===== src/pkg/svf_params.svh =====
`ifndef SVF_PARAMS_SVH
`define SVF_PARAMS_SVH
// ----------------------------------------
// link layout
// ----------------------------------------
`define SVF_LINK_WORDS 16
`define SVF_LINK_AW 4
`define SVF_SPD_WORDS 2
`define SVF_TRQ_WORDS 2
`define SVF_OFS_TRQ_LSB 8
// ----------------------------------------
// torque values, 0.1 % of rated torque, and highest torque selection code
// ----------------------------------------
`define SVF_FF_MIN 16'hD8F0
`define SVF_TRQ_MAX 16'h2710
`define SVF_FF_ZERO 16'h0000
`define SVF_SEL_MAX 3'h4
// ----------------------------------------
// host register map
// ----------------------------------------
`define SVF_REG_CTRL 8'h00
`define SVF_REG_SPEED 8'h04
`define SVF_REG_TRQ 8'h08
`define SVF_REG_OFS 8'h0C
`define SVF_REG_STAT 8'h10
`define SVF_CTL_FEED 0
`define SVF_CTL_STOP 1
`define SVF_CTL_DFWD 2
`define SVF_CTL_DREV 3
`define SVF_CTL_LINK 4
`define SVF_CTL_SERVO 5
`define SVF_LINK_PERIOD 20
`endif


===== src/pkg/svf_pkg.sv =====
package svf_pkg;
    // ----------------------------------------
    // types
    // ----------------------------------------
    typedef enum logic [2:0] {
        SVF_TSEL_NONE,
        SVF_TSEL_FF_LIM,
        SVF_TSEL_FF,
        SVF_TSEL_LIM,
        SVF_TSEL_FWD_REV
    } svf_tsel_e;
    typedef enum {SVF_IDLE, SVF_RUN} svf_state_e;
    typedef logic [15:0] svf_word_t;
endpackage : svf_pkg


===== src/pkg/svf_if.sv =====
`timescale 1ns/1ps
`default_nettype none
`include "svf_params.svh"
interface svf_if;
    logic feed_cmd;
    logic stop_req;
    logic dir_fwd_lim;
    logic dir_rev_lim;
    logic link_we;
    logic [`SVF_LINK_AW-1:0] link_addr;
    logic [15:0] link_data;
    logic ack;
    logic busy;
    logic map_err;
    logic refused;
    modport dev (
        input feed_cmd, stop_req, dir_fwd_lim, dir_rev_lim, link_we, link_addr, link_data,
        output ack, busy, map_err, refused
    );
    modport host (
        output feed_cmd, stop_req, dir_fwd_lim, dir_rev_lim, link_we, link_addr, link_data,
        input ack, busy, map_err, refused
    );
endinterface : svf_if
`default_nettype wire


===== src/design/svf_clamp.sv =====
`timescale 1ns/1ps
`default_nettype none
module svf_clamp #(
    parameter int W = 16
) (
    input wire logic [W-1:0] value,
    input wire logic [W-1:0] limit,
    output logic [W-1:0] result
);
    // ----------------------------------------
    // unsigned ceiling
    // ----------------------------------------
    wire over = value > limit;
    assign result = over ? limit : value;
endmodule : svf_clamp
`default_nettype wire


===== src/design/svf_unit.sv =====
// Decided for this implementation: the register addresses and the AHB-Lite interface to the registers.
`timescale 1ns/1ps
`default_nettype none
`include "svf_params.svh"
module svf_unit #(
    parameter int WORDS = `SVF_LINK_WORDS,
    parameter int AW = `SVF_LINK_AW
) (
    input wire logic clk,
    input wire logic rst_n,
    svf_if.dev link,
    input wire logic ctrl_tick,
    input wire logic other_busy,
    input wire logic map_speed_ok,
    input wire logic map_torque_ok,
    input wire logic override_en,
    input wire logic man_fwd_lim,
    input wire logic man_rev_lim,
    input wire logic func_sel,
    input wire logic [AW-1:0] spd_ofs,
    input wire logic [2:0] trq_sel,
    input wire logic [AW-1:0] trq_ofs,
    input wire logic [31:0] max_speed,
    input wire logic [15:0] max_torque,
    input wire logic [31:0] fb_pos,
    output logic [31:0] cmd_pos,
    output logic drv_valid,
    output logic [31:0] drv_speed,
    output logic [15:0] drv_ff,
    output logic [15:0] drv_fwd_lim,
    output logic [15:0] drv_rev_lim,
    output logic drv_fwd_lim_on,
    output logic drv_rev_lim_on,
    output logic drv_qstop,
    output logic drv_master_tgt
);
    import svf_pkg::*;
    // ----------------------------------------
    // functions
    // ----------------------------------------
    function automatic logic ofs_ok(input logic [AW-1:0] ofs);
        ofs_ok = {1'b0, ofs} <= (AW+1)'(WORDS - `SVF_SPD_WORDS);
    endfunction : ofs_ok
    function automatic logic [AW-1:0] nxt_word(input logic [AW-1:0] ofs);
        nxt_word = ofs + AW'(1);
    endfunction : nxt_word
    function automatic logic [15:0] cap_ff(input logic [15:0] v, input logic [15:0] mx);
        logic signed [16:0] sv;
        sv = {v[15], v};
        if (sv > $signed({1'b0, mx})) begin
            cap_ff = mx;
        end else if (sv < -$signed({1'b0, mx})) begin
            cap_ff = 16'(-$signed({1'b0, mx}));
        end else begin
            cap_ff = v;
        end
    endfunction : cap_ff
    // ----------------------------------------
    // link area, latest words kept
    // ----------------------------------------
    svf_word_t mem_ff [WORDS];
    always_ff @(posedge clk) begin
        if (link.link_we) begin
            mem_ff[link.link_addr] <= link.link_data;
        end
    end
    // ----------------------------------------
    // start decode
    // ----------------------------------------
    svf_state_e state_ff;
    logic feed_d_ff;
    logic [AW-1:0] spd_ofs_ff;
    logic [AW-1:0] trq_ofs_ff;
    svf_tsel_e tsel_ff;
    logic master_ff;
    wire feed_rise = link.feed_cmd & ~feed_d_ff;
    wire sel_legal = trq_sel <= `SVF_SEL_MAX;
    wire trq_used = trq_sel != 3'(SVF_TSEL_NONE);
    wire map_bad = ~map_speed_ok | ~ofs_ok(spd_ofs) | ~sel_legal
        | (trq_used & (~map_torque_ok | ~ofs_ok(trq_ofs)));
    wire start_ok = feed_rise & ~other_busy & ~map_bad;
    wire running = state_ff == SVF_RUN;
    wire run_end = running & (~link.feed_cmd | link.stop_req);
    // ----------------------------------------
    // option word mapping
    // ----------------------------------------
    wire [15:0] opt1 = mem_ff[trq_ofs_ff];
    wire [15:0] opt2 = mem_ff[nxt_word(trq_ofs_ff)];
    wire ff_on = (tsel_ff == SVF_TSEL_FF_LIM) | (tsel_ff == SVF_TSEL_FF);
    wire bi_on = (tsel_ff == SVF_TSEL_FF_LIM) | (tsel_ff == SVF_TSEL_LIM);
    wire fr_on = tsel_ff == SVF_TSEL_FWD_REV;
    wire lim_on = bi_on | fr_on;
    wire [15:0] fwd_raw = fr_on ? opt1 : (bi_on ? opt2 : max_torque);
    wire [15:0] rev_raw = (fr_on | bi_on) ? opt2 : max_torque;
    wire [15:0] ff_raw = ff_on ? opt1 : `SVF_FF_ZERO;
    wire [15:0] ff_capped = cap_ff(ff_raw, max_torque);
    wire [15:0] fwd_capped;
    wire [15:0] rev_capped;
    svf_clamp #(.W(16)) u_fwd (
        .value(fwd_raw),
        .limit(max_torque),
        .result(fwd_capped)
    );
    svf_clamp #(.W(16)) u_rev (
        .value(rev_raw),
        .limit(max_torque),
        .result(rev_capped)
    );
    // ----------------------------------------
    // speed path, no override scaling
    // ----------------------------------------
    wire [31:0] spd_raw = {mem_ff[nxt_word(spd_ofs_ff)], mem_ff[spd_ofs_ff]};
    wire [31:0] spd_capped;
    wire unused_ovr = override_en;
    svf_clamp #(.W(32)) u_spd (
        .value(spd_raw),
        .limit(max_speed),
        .result(spd_capped)
    );
    // ----------------------------------------
    // limit bit priority
    // ----------------------------------------
    wire nxt_fwd_on = (running & lim_on) ? link.dir_fwd_lim : man_fwd_lim;
    wire nxt_rev_on = (running & lim_on) ? link.dir_rev_lim : man_rev_lim;
    // ----------------------------------------
    // state and selection latch
    // ----------------------------------------
    always_ff @(posedge clk or negedge rst_n) begin
        if (!rst_n) begin
            state_ff <= SVF_IDLE;
            feed_d_ff <= 1'b0;
            spd_ofs_ff <= '0;
            trq_ofs_ff <= '0;
            tsel_ff <= SVF_TSEL_NONE;
            master_ff <= 1'b0;
        end else begin
            feed_d_ff <= link.feed_cmd;
            unique case (state_ff)
                SVF_IDLE: begin
                    if (start_ok) begin
                        state_ff <= SVF_RUN;
                        spd_ofs_ff <= spd_ofs;
                        trq_ofs_ff <= trq_ofs;
                        tsel_ff <= svf_tsel_e'(trq_sel);
                        master_ff <= func_sel;
                    end
                end
                SVF_RUN: begin
                    if (run_end) begin
                        state_ff <= SVF_IDLE;
                    end
                end
            endcase
        end
    end
    // ----------------------------------------
    // status flags
    // ----------------------------------------
    logic ack_ff;
    logic err_ff;
    logic ref_ff;
    always_ff @(posedge clk or negedge rst_n) begin
        if (!rst_n) begin
            ack_ff <= 1'b0;
            err_ff <= 1'b0;
            ref_ff <= 1'b0;
        end else begin
            ack_ff <= (ack_ff | start_ok) & ~run_end;
            err_ff <= link.feed_cmd & (err_ff | (feed_rise & ~other_busy & map_bad));
            ref_ff <= link.feed_cmd & (ref_ff | (feed_rise & other_busy));
        end
    end
    assign link.ack = ack_ff;
    assign link.busy = running;
    assign link.map_err = err_ff;
    assign link.refused = ref_ff;
    // ----------------------------------------
    // drive outputs
    // ----------------------------------------
    logic valid_ff;
    logic qstop_ff;
    logic [31:0] spd_ff;
    logic [15:0] ff_ff;
    logic [15:0] fwd_ff;
    logic [15:0] rev_ff;
    logic fwd_on_ff;
    logic rev_on_ff;
    logic [31:0] pos_ff;
    always_ff @(posedge clk or negedge rst_n) begin
        if (!rst_n) begin
            valid_ff <= 1'b0;
            qstop_ff <= 1'b0;
            spd_ff <= '0;
            ff_ff <= `SVF_FF_ZERO;
            fwd_ff <= `SVF_TRQ_MAX;
            rev_ff <= `SVF_TRQ_MAX;
            fwd_on_ff <= 1'b0;
            rev_on_ff <= 1'b0;
            pos_ff <= '0;
        end else begin
            valid_ff <= running & ~run_end & ctrl_tick;
            qstop_ff <= running & link.stop_req;
            fwd_on_ff <= nxt_fwd_on;
            rev_on_ff <= nxt_rev_on;
            if (running) begin
                pos_ff <= fb_pos;
            end
            if (run_end | ~running) begin
                spd_ff <= '0;
                ff_ff <= `SVF_FF_ZERO;
                fwd_ff <= max_torque;
                rev_ff <= max_torque;
            end else if (ctrl_tick) begin
                spd_ff <= spd_capped;
                ff_ff <= ff_capped;
                fwd_ff <= fwd_capped;
                rev_ff <= rev_capped;
            end
        end
    end
    assign cmd_pos = running ? fb_pos : pos_ff;
    assign drv_valid = valid_ff;
    assign drv_speed = spd_ff;
    assign drv_ff = ff_ff;
    assign drv_fwd_lim = fwd_ff;
    assign drv_rev_lim = rev_ff;
    assign drv_fwd_lim_on = fwd_on_ff;
    assign drv_rev_lim_on = rev_on_ff;
    assign drv_qstop = qstop_ff;
    assign drv_master_tgt = master_ff & ~unused_ovr | master_ff;
endmodule : svf_unit
`default_nettype wire


===== src/flat_wrapper.sv =====
// flat-port wrapper written by rule: the top's interface ports become plain ports
module svf_unit_flat import svf_pkg::*;
#(
    parameter int WORDS = `SVF_LINK_WORDS,
    parameter int AW = `SVF_LINK_AW
)
  (clk, rst_n, ctrl_tick, other_busy, map_speed_ok, map_torque_ok, override_en, man_fwd_lim, man_rev_lim, func_sel, spd_ofs, trq_sel, trq_ofs, max_speed, max_torque, fb_pos, cmd_pos, drv_valid, drv_speed, drv_ff, drv_fwd_lim, drv_rev_lim, drv_fwd_lim_on, drv_rev_lim_on, drv_qstop, drv_master_tgt, link_feed_cmd, link_stop_req, link_dir_fwd_lim, link_dir_rev_lim, link_link_we, link_link_addr, link_link_data, link_ack, link_busy, link_map_err, link_refused);
  svf_if link_i ();
  input wire logic clk;
  input wire logic rst_n;
  input wire logic ctrl_tick;
  input wire logic other_busy;
  input wire logic map_speed_ok;
  input wire logic map_torque_ok;
  input wire logic override_en;
  input wire logic man_fwd_lim;
  input wire logic man_rev_lim;
  input wire logic func_sel;
  input wire logic [AW-1:0] spd_ofs;
  input wire logic [2:0] trq_sel;
  input wire logic [AW-1:0] trq_ofs;
  input wire logic [31:0] max_speed;
  input wire logic [15:0] max_torque;
  input wire logic [31:0] fb_pos;
  output logic [31:0] cmd_pos;
  output logic drv_valid;
  output logic [31:0] drv_speed;
  output logic [15:0] drv_ff;
  output logic [15:0] drv_fwd_lim;
  output logic [15:0] drv_rev_lim;
  output logic drv_fwd_lim_on;
  output logic drv_rev_lim_on;
  output logic drv_qstop;
  output logic drv_master_tgt;
  input wire logic [$bits(link_i.feed_cmd)-1:0] link_feed_cmd;
  input wire logic [$bits(link_i.stop_req)-1:0] link_stop_req;
  input wire logic [$bits(link_i.dir_fwd_lim)-1:0] link_dir_fwd_lim;
  input wire logic [$bits(link_i.dir_rev_lim)-1:0] link_dir_rev_lim;
  input wire logic [$bits(link_i.link_we)-1:0] link_link_we;
  input wire logic [$bits(link_i.link_addr)-1:0] link_link_addr;
  input wire logic [$bits(link_i.link_data)-1:0] link_link_data;
  output wire logic [$bits(link_i.ack)-1:0] link_ack;
  output wire logic [$bits(link_i.busy)-1:0] link_busy;
  output wire logic [$bits(link_i.map_err)-1:0] link_map_err;
  output wire logic [$bits(link_i.refused)-1:0] link_refused;
  assign link_i.feed_cmd = link_feed_cmd;
  assign link_i.stop_req = link_stop_req;
  assign link_i.dir_fwd_lim = link_dir_fwd_lim;
  assign link_i.dir_rev_lim = link_dir_rev_lim;
  assign link_i.link_we = link_link_we;
  assign link_i.link_addr = link_link_addr;
  assign link_i.link_data = link_link_data;
  assign link_ack = link_i.ack;
  assign link_busy = link_i.busy;
  assign link_map_err = link_i.map_err;
  assign link_refused = link_i.refused;
  svf_unit #(.WORDS(WORDS), .AW(AW)) u_core (.clk(clk), .rst_n(rst_n), .link(link_i), .ctrl_tick(ctrl_tick), .other_busy(other_busy), .map_speed_ok(map_speed_ok), .map_torque_ok(map_torque_ok), .override_en(override_en), .man_fwd_lim(man_fwd_lim), .man_rev_lim(man_rev_lim), .func_sel(func_sel), .spd_ofs(spd_ofs), .trq_sel(trq_sel), .trq_ofs(trq_ofs), .max_speed(max_speed), .max_torque(max_torque), .fb_pos(fb_pos), .cmd_pos(cmd_pos), .drv_valid(drv_valid), .drv_speed(drv_speed), .drv_ff(drv_ff), .drv_fwd_lim(drv_fwd_lim), .drv_rev_lim(drv_rev_lim), .drv_fwd_lim_on(drv_fwd_lim_on), .drv_rev_lim_on(drv_rev_lim_on), .drv_qstop(drv_qstop), .drv_master_tgt(drv_master_tgt));
endmodule

===== config.mk =====
export PLATFORM = sky130hd
export DESIGN_NAME = svf_unit_flat
export DESIGN_NICKNAME = d
export VERILOG_FILES = /design/src/pkg/svf_pkg.sv /design/src/pkg/svf_if.sv /design/src/design/svf_clamp.sv /design/src/design/svf_unit.sv /design/src/flat_wrapper.sv
export VERILOG_INCLUDE_DIRS = /design/src /design/src/pkg
export SDC_FILE = /design/constraint.sdc
export NUM_CORES = 1
export LEC_CHECK = 0
export BUFFER_PORTS_ARGS = -buffer_cell sky130_fd_sc_hd__buf_4
export CORE_MARGIN = 2
export CORE_UTILIZATION = 61
export CTS_CLUSTER_SIZE = 8
export DETAILED_ROUTE_END_ITERATION = 10
export PLACE_DENSITY_LB_ADDON = 0.3
export SYNTH_ARGS = -nofsm -noshare
export SYNTH_HDL_FRONTEND = slang
export SYNTH_SLANG_ARGS = --single-unit

===== constraint.sdc =====
create_clock -name clk -period 9.05 [get_ports clk]
set_clock_uncertainty 0.15 [all_clocks]
set_input_delay 1.81 -clock clk [delete_from_list [all_inputs] [get_ports clk]]
set_output_delay 1.81 -clock clk [all_outputs]
set_load 0.1 [all_outputs]

==> reports/summary.log <==
qor: outcome.status finished clean
qor: yosys.ys_flop_type sky130_fd_sc_hd__edfxtp_1
qor: critical_path.path_cells ha_4 -> mux4_2 -> mux4_2 -> ha_1 -> a21o_1 -> a21oi_1 -> nor2b_1 -> o21ai_0 -> nand2b_1 -> a21oi_1 -> o21ai_0 -> or3_1 -> nand2_1 -> o311ai_0
qor: floorplanning.design.core.area 0.0400 mm2
qor: yosys.yosys_register_bits 389
qor: critical_path.worstPathBufferInverterCount 0
qor: clock_tree.cts.hold.buffers_added 0
qor: yosys.synth_area_per_cell 14.2 um2
qor: critical_path.critical_path.slowest_cell sky130_fd_sc_hd__ha_4
qor: critical_path.crit_arrival 7010 ps
qor: global_route.largest_net_degree_at_the_start_of_global_routing 81
qor: global_route.top_usage_layer met2
qor: sta.clock.fmax 149 MHz
qor: clock_tree.clock-sinks 389
qor: route.drc 0
qor: route.post_drt_via_cell_ratio 7.39
qor: clock_tree.cts_inserted_buffers 54
qor: route.wire_per_inst 31.5 um
qor: yosys.syn-cell-area 0.0249 mm2
qor: yosys.synth.area.mux_share 0.321
qor: route.firstDrtPassIters 5
qor: sta.tns 0 ps
qor: sta.final_max_slew_viol_count 0
qor: sta.unrepaired_setup_endpoints_after_global_routing no
qor: clock_tree.clkTransAtPathRegs 60 ps
qor: yosys.synth_top_family_by_area multiplexers
qor: clock_tree.cts_resized 0
qor: clock_tree.tritoncts built
qor: sta.max_slew_margin 0.140
qor: critical_path.slowest_delay 1090 ps
qor: critical_path.critPathKind reg -> reg
qor: pwr.ir_drop 0.181 mV
qor: floorplanning.floorplan.die.width 206 um
qor: yosys.post_synth_and_or_nand_nor_area_fraction 0.0647
qor: route.detailedRoute.firstIterationViolations 2576
qor: route.drt-total-wl 79700 um
qor: place.gp_congestion 0.953
qor: clock_tree.clock_root_buffer sky130_fd_sc_hd__clkbuf_16
qor: yosys.synth_seq_area_share 0.444
qor: critical_path.ff2ff_path_depth 14
qor: sta.whs 328 ps
qor: global_route.vias_in_the_first_global_route 18600
qor: sta.worst-slew-pin-transition 1280 ps
qor: clock_tree.cts.htree.levels 2
qor: yosys.synth_cells 1750
qor: critical_path.critical_path_cell_count 14
qor: critical_path.cp_delay_by_family_top compound AO/OA/AOI/OAI gates
qor: route.final_antenna_net_count 0
qor: global_route.gr-usage-all-layers 0.383
qor: pwr.power.leakage 0.0108 uW
qor: yosys.xor_xnor_share_of_the_synthesized_area 0.00881
qor: clock_tree.clk_path_buf_depth 3
qor: sta.timing.final.hold_violations 0
qor: critical_path.required_time_of_the_worst_setup_path 9350 ps
qor: floorplanning.die_area 0.0424 mm2
qor: yosys.synth.yosys.warnings 0
qor: cells_and_area.finish.net_count 2174
qor: clock_tree.post_cts_setup_buffers 0
qor: yosys.syn-num-nets 1962
qor: yosys.synth_compound_gate_area_share 0.0842
qor: sta.fin_ws 2340 ps
qor: clock_tree.clk_latency 640 ps
qor: place.portBuffers 245
qor: yosys.area_leader_netlist sky130_fd_sc_hd__edfxtp_1
qor: yosys.synth.most_common_cell sky130_fd_sc_hd__mux4_2
qor: global_route.grt_util_met2 0.609
qor: route.via_count 18700
qor: floorplanning.num_rows 73
qor: yosys.yosys.area_share.adder 0.0445
qor: critical_path.worstPathMaxFanout 64
qor: yosys.synthDistinctLibCells 77
qor: global_route.number_of_antenna_violations_at_the_first_check_in_global_routing 1
qor: place.hpwlAfterDp 53400 um
qor: floorplanning.initial_utilization 0.621
qor: place.pre_cts_slack 2550 ps
qor: yosys.synth.area.top_cells sky130_fd_sc_hd__edfxtp_1 (31%), sky130_fd_sc_hd__mux4_2 (27%), sky130_fd_sc_hd__dfrtp_1 (12%)
qor: yosys.ys_async_sr_fraction 0.342
qor: sta.report.final.setup_viol 0
qor: critical_path.worst_setup_path_end_kind flip-flop
qor: critical_path.start_kind flip-flop
qor: cells_and_area.layout-drive-gt1-share 0.370
qor: pwr.cellPowerDensity 276 mW/mm2
qor: floorplanning.ios 247
qor: global_route.met3_usage 0.110
qor: yosys.yosys-top-cells-count sky130_fd_sc_hd__mux4_2 (299), sky130_fd_sc_hd__edfxtp_1 (256), sky130_fd_sc_hd__nand2_1 (134)
qor: min_path.worstHoldPathType reg -> reg
qor: global_route.globalRouteMet1Util 0.481
qor: global_route.gr-total-overflow 0
qor: cells_and_area.num-fill-cells 2605
qor: cells_and_area.area_growth 15.9%
qor: min_path.worst_hold_path.num_cells 2
qor: yosys.synth_top_area_frac 0.309
qor: cells_and_area.final_core_util 0.720
qor: sta.layout_worst_path_cycle_share 0.742
qor: global_route.global_route_wire_length_before_repair 118000 um
qor: floorplanning.die_h 206 um
qor: yosys.synth_enable_flop_cells 256
qor: job.cap_viol_max_count 0
qor: sta.final.min_clock_period 6710 ps
where the power goes:
group          total (uW)  internal (uW)  switching (uW)
Sequential           2120           2000             120
Clock                1920           1130             787
Combinational        3920           1530            2380
cell type report:
| class | count | area (um2) | share of cell area |
|---|---|---|---|
| inverter | 68 | 255 | 0.00886 |
| antenna | 1 | 2.50 | 0.0000869 |
| clock inverter | 3 | 58.8 | 0.00204 |
| tap | 525 | 657 | 0.0228 |
| timing repair buffer | 289 | 2170 | 0.0755 |
| sequential | 389 | 11000 | 0.383 |
| clock buffer | 98 | 1530 | 0.0530 |
| multi-input combinational | 1160 | 13100 | 0.454 |
registers in the layout, indices dropped and copies added, names as in the netlist:
name                   count
u_core.drv_qstop           1
u_core.trq_ofs_ff          4
u_core.drv_fwd_lim_on      1
u_core.tsel_ff             3
u_core.link.map_err        1
u_core.drv_ff             16
u_core.feed_d_ff           1
u_core.drv_speed          32
u_core.state_ff            1
u_core.drv_rev_lim_on      1
u_core.spd_ofs_ff          4
u_core.drv_fwd_lim        16
u_core.drv_valid           1
u_core.mem_ff            256
u_core.master_ff           1
u_core.drv_rev_lim        16
u_core.link.refused        1
u_core.pos_ff             32
u_core.link.ack            1
tightest hold or removal path: stages, from the launching register on:
cell	delay, ps
sky130_fd_sc_hd__dfrtp_1	340
sky130_fd_sc_hd__nand2_1	50
sky130_fd_sc_hd__o21ai_0	60
metal layers:
layer	part of all wire	wire length [um]
met5	0	0
met4	0.057	4570
met3	0.13	10600
met2	0.48	37900
met1	0.34	26700
placed cells by master (no fill, tap or decap), drive strengths merged, types with 7 or more instances in the layout:
cell type,n
mux4,300
buf,289
edfxtp,256
nand2,135
dfrtp,123
clkbuf,98
ha,86
inv,69
o21ai,69
mux2i,59
mux2,55
nor2,43
nand3,38
a31oi,34
nor2b,28
o211ai,27
a21oi,26
a21o,22
xnor2,22
nor3,20
o22ai,19
o311ai,16
a22oi,16
nand4,15
o21a,13
a221o,13
nand2b,10
dfstp,10
a211oi,8
and2,7
or2,7
final timing paths:
kind	from	end	slack, ps
max in group asynchronous	rst_n	u_core.trq_ofs_ff[0]	6200
worst max register to register	u_core.spd_ofs_ff[0]	u_core.drv_speed[26]	2340
worst min register to register	u_core.drv_fwd_lim[3]	u_core.drv_fwd_lim[3]	330
min in group asynchronous	rst_n	u_core.drv_ff[0]	990
worst min-delay path	u_core.drv_fwd_lim[3]	u_core.drv_fwd_lim[3]	330
worst max-delay path	u_core.spd_ofs_ff[0]	u_core.drv_speed[26]	2340
kinds of logic after synthesis:
| family | Yosys count |
|---|---|
| AND/OR/NAND/NOR | 334 |
| adder cells (fa/ha/maj) | 89 |
| buffers and inverters | 201 |
| AO/OA/AOI/OAI | 298 |
| flip-flops | 389 |
| XOR/XNOR | 25 |
| multiplexers | 414 |
stage by stage:
stage | total power, uW | instances | area [um2]
2_1_floorplan | 4880 | 1750 | 24900
3_3_place_gp | 5880 | 2431 | 27200
3_5_place_dp | 5980 | 2431 | 27200
4_1_cts | 7900 | 2532 | 28800
5_1_grt | 8230 | 2533 | 28800
6_report | 7960 | 2533 | 28800
Power figures use the tool's default switching activity.
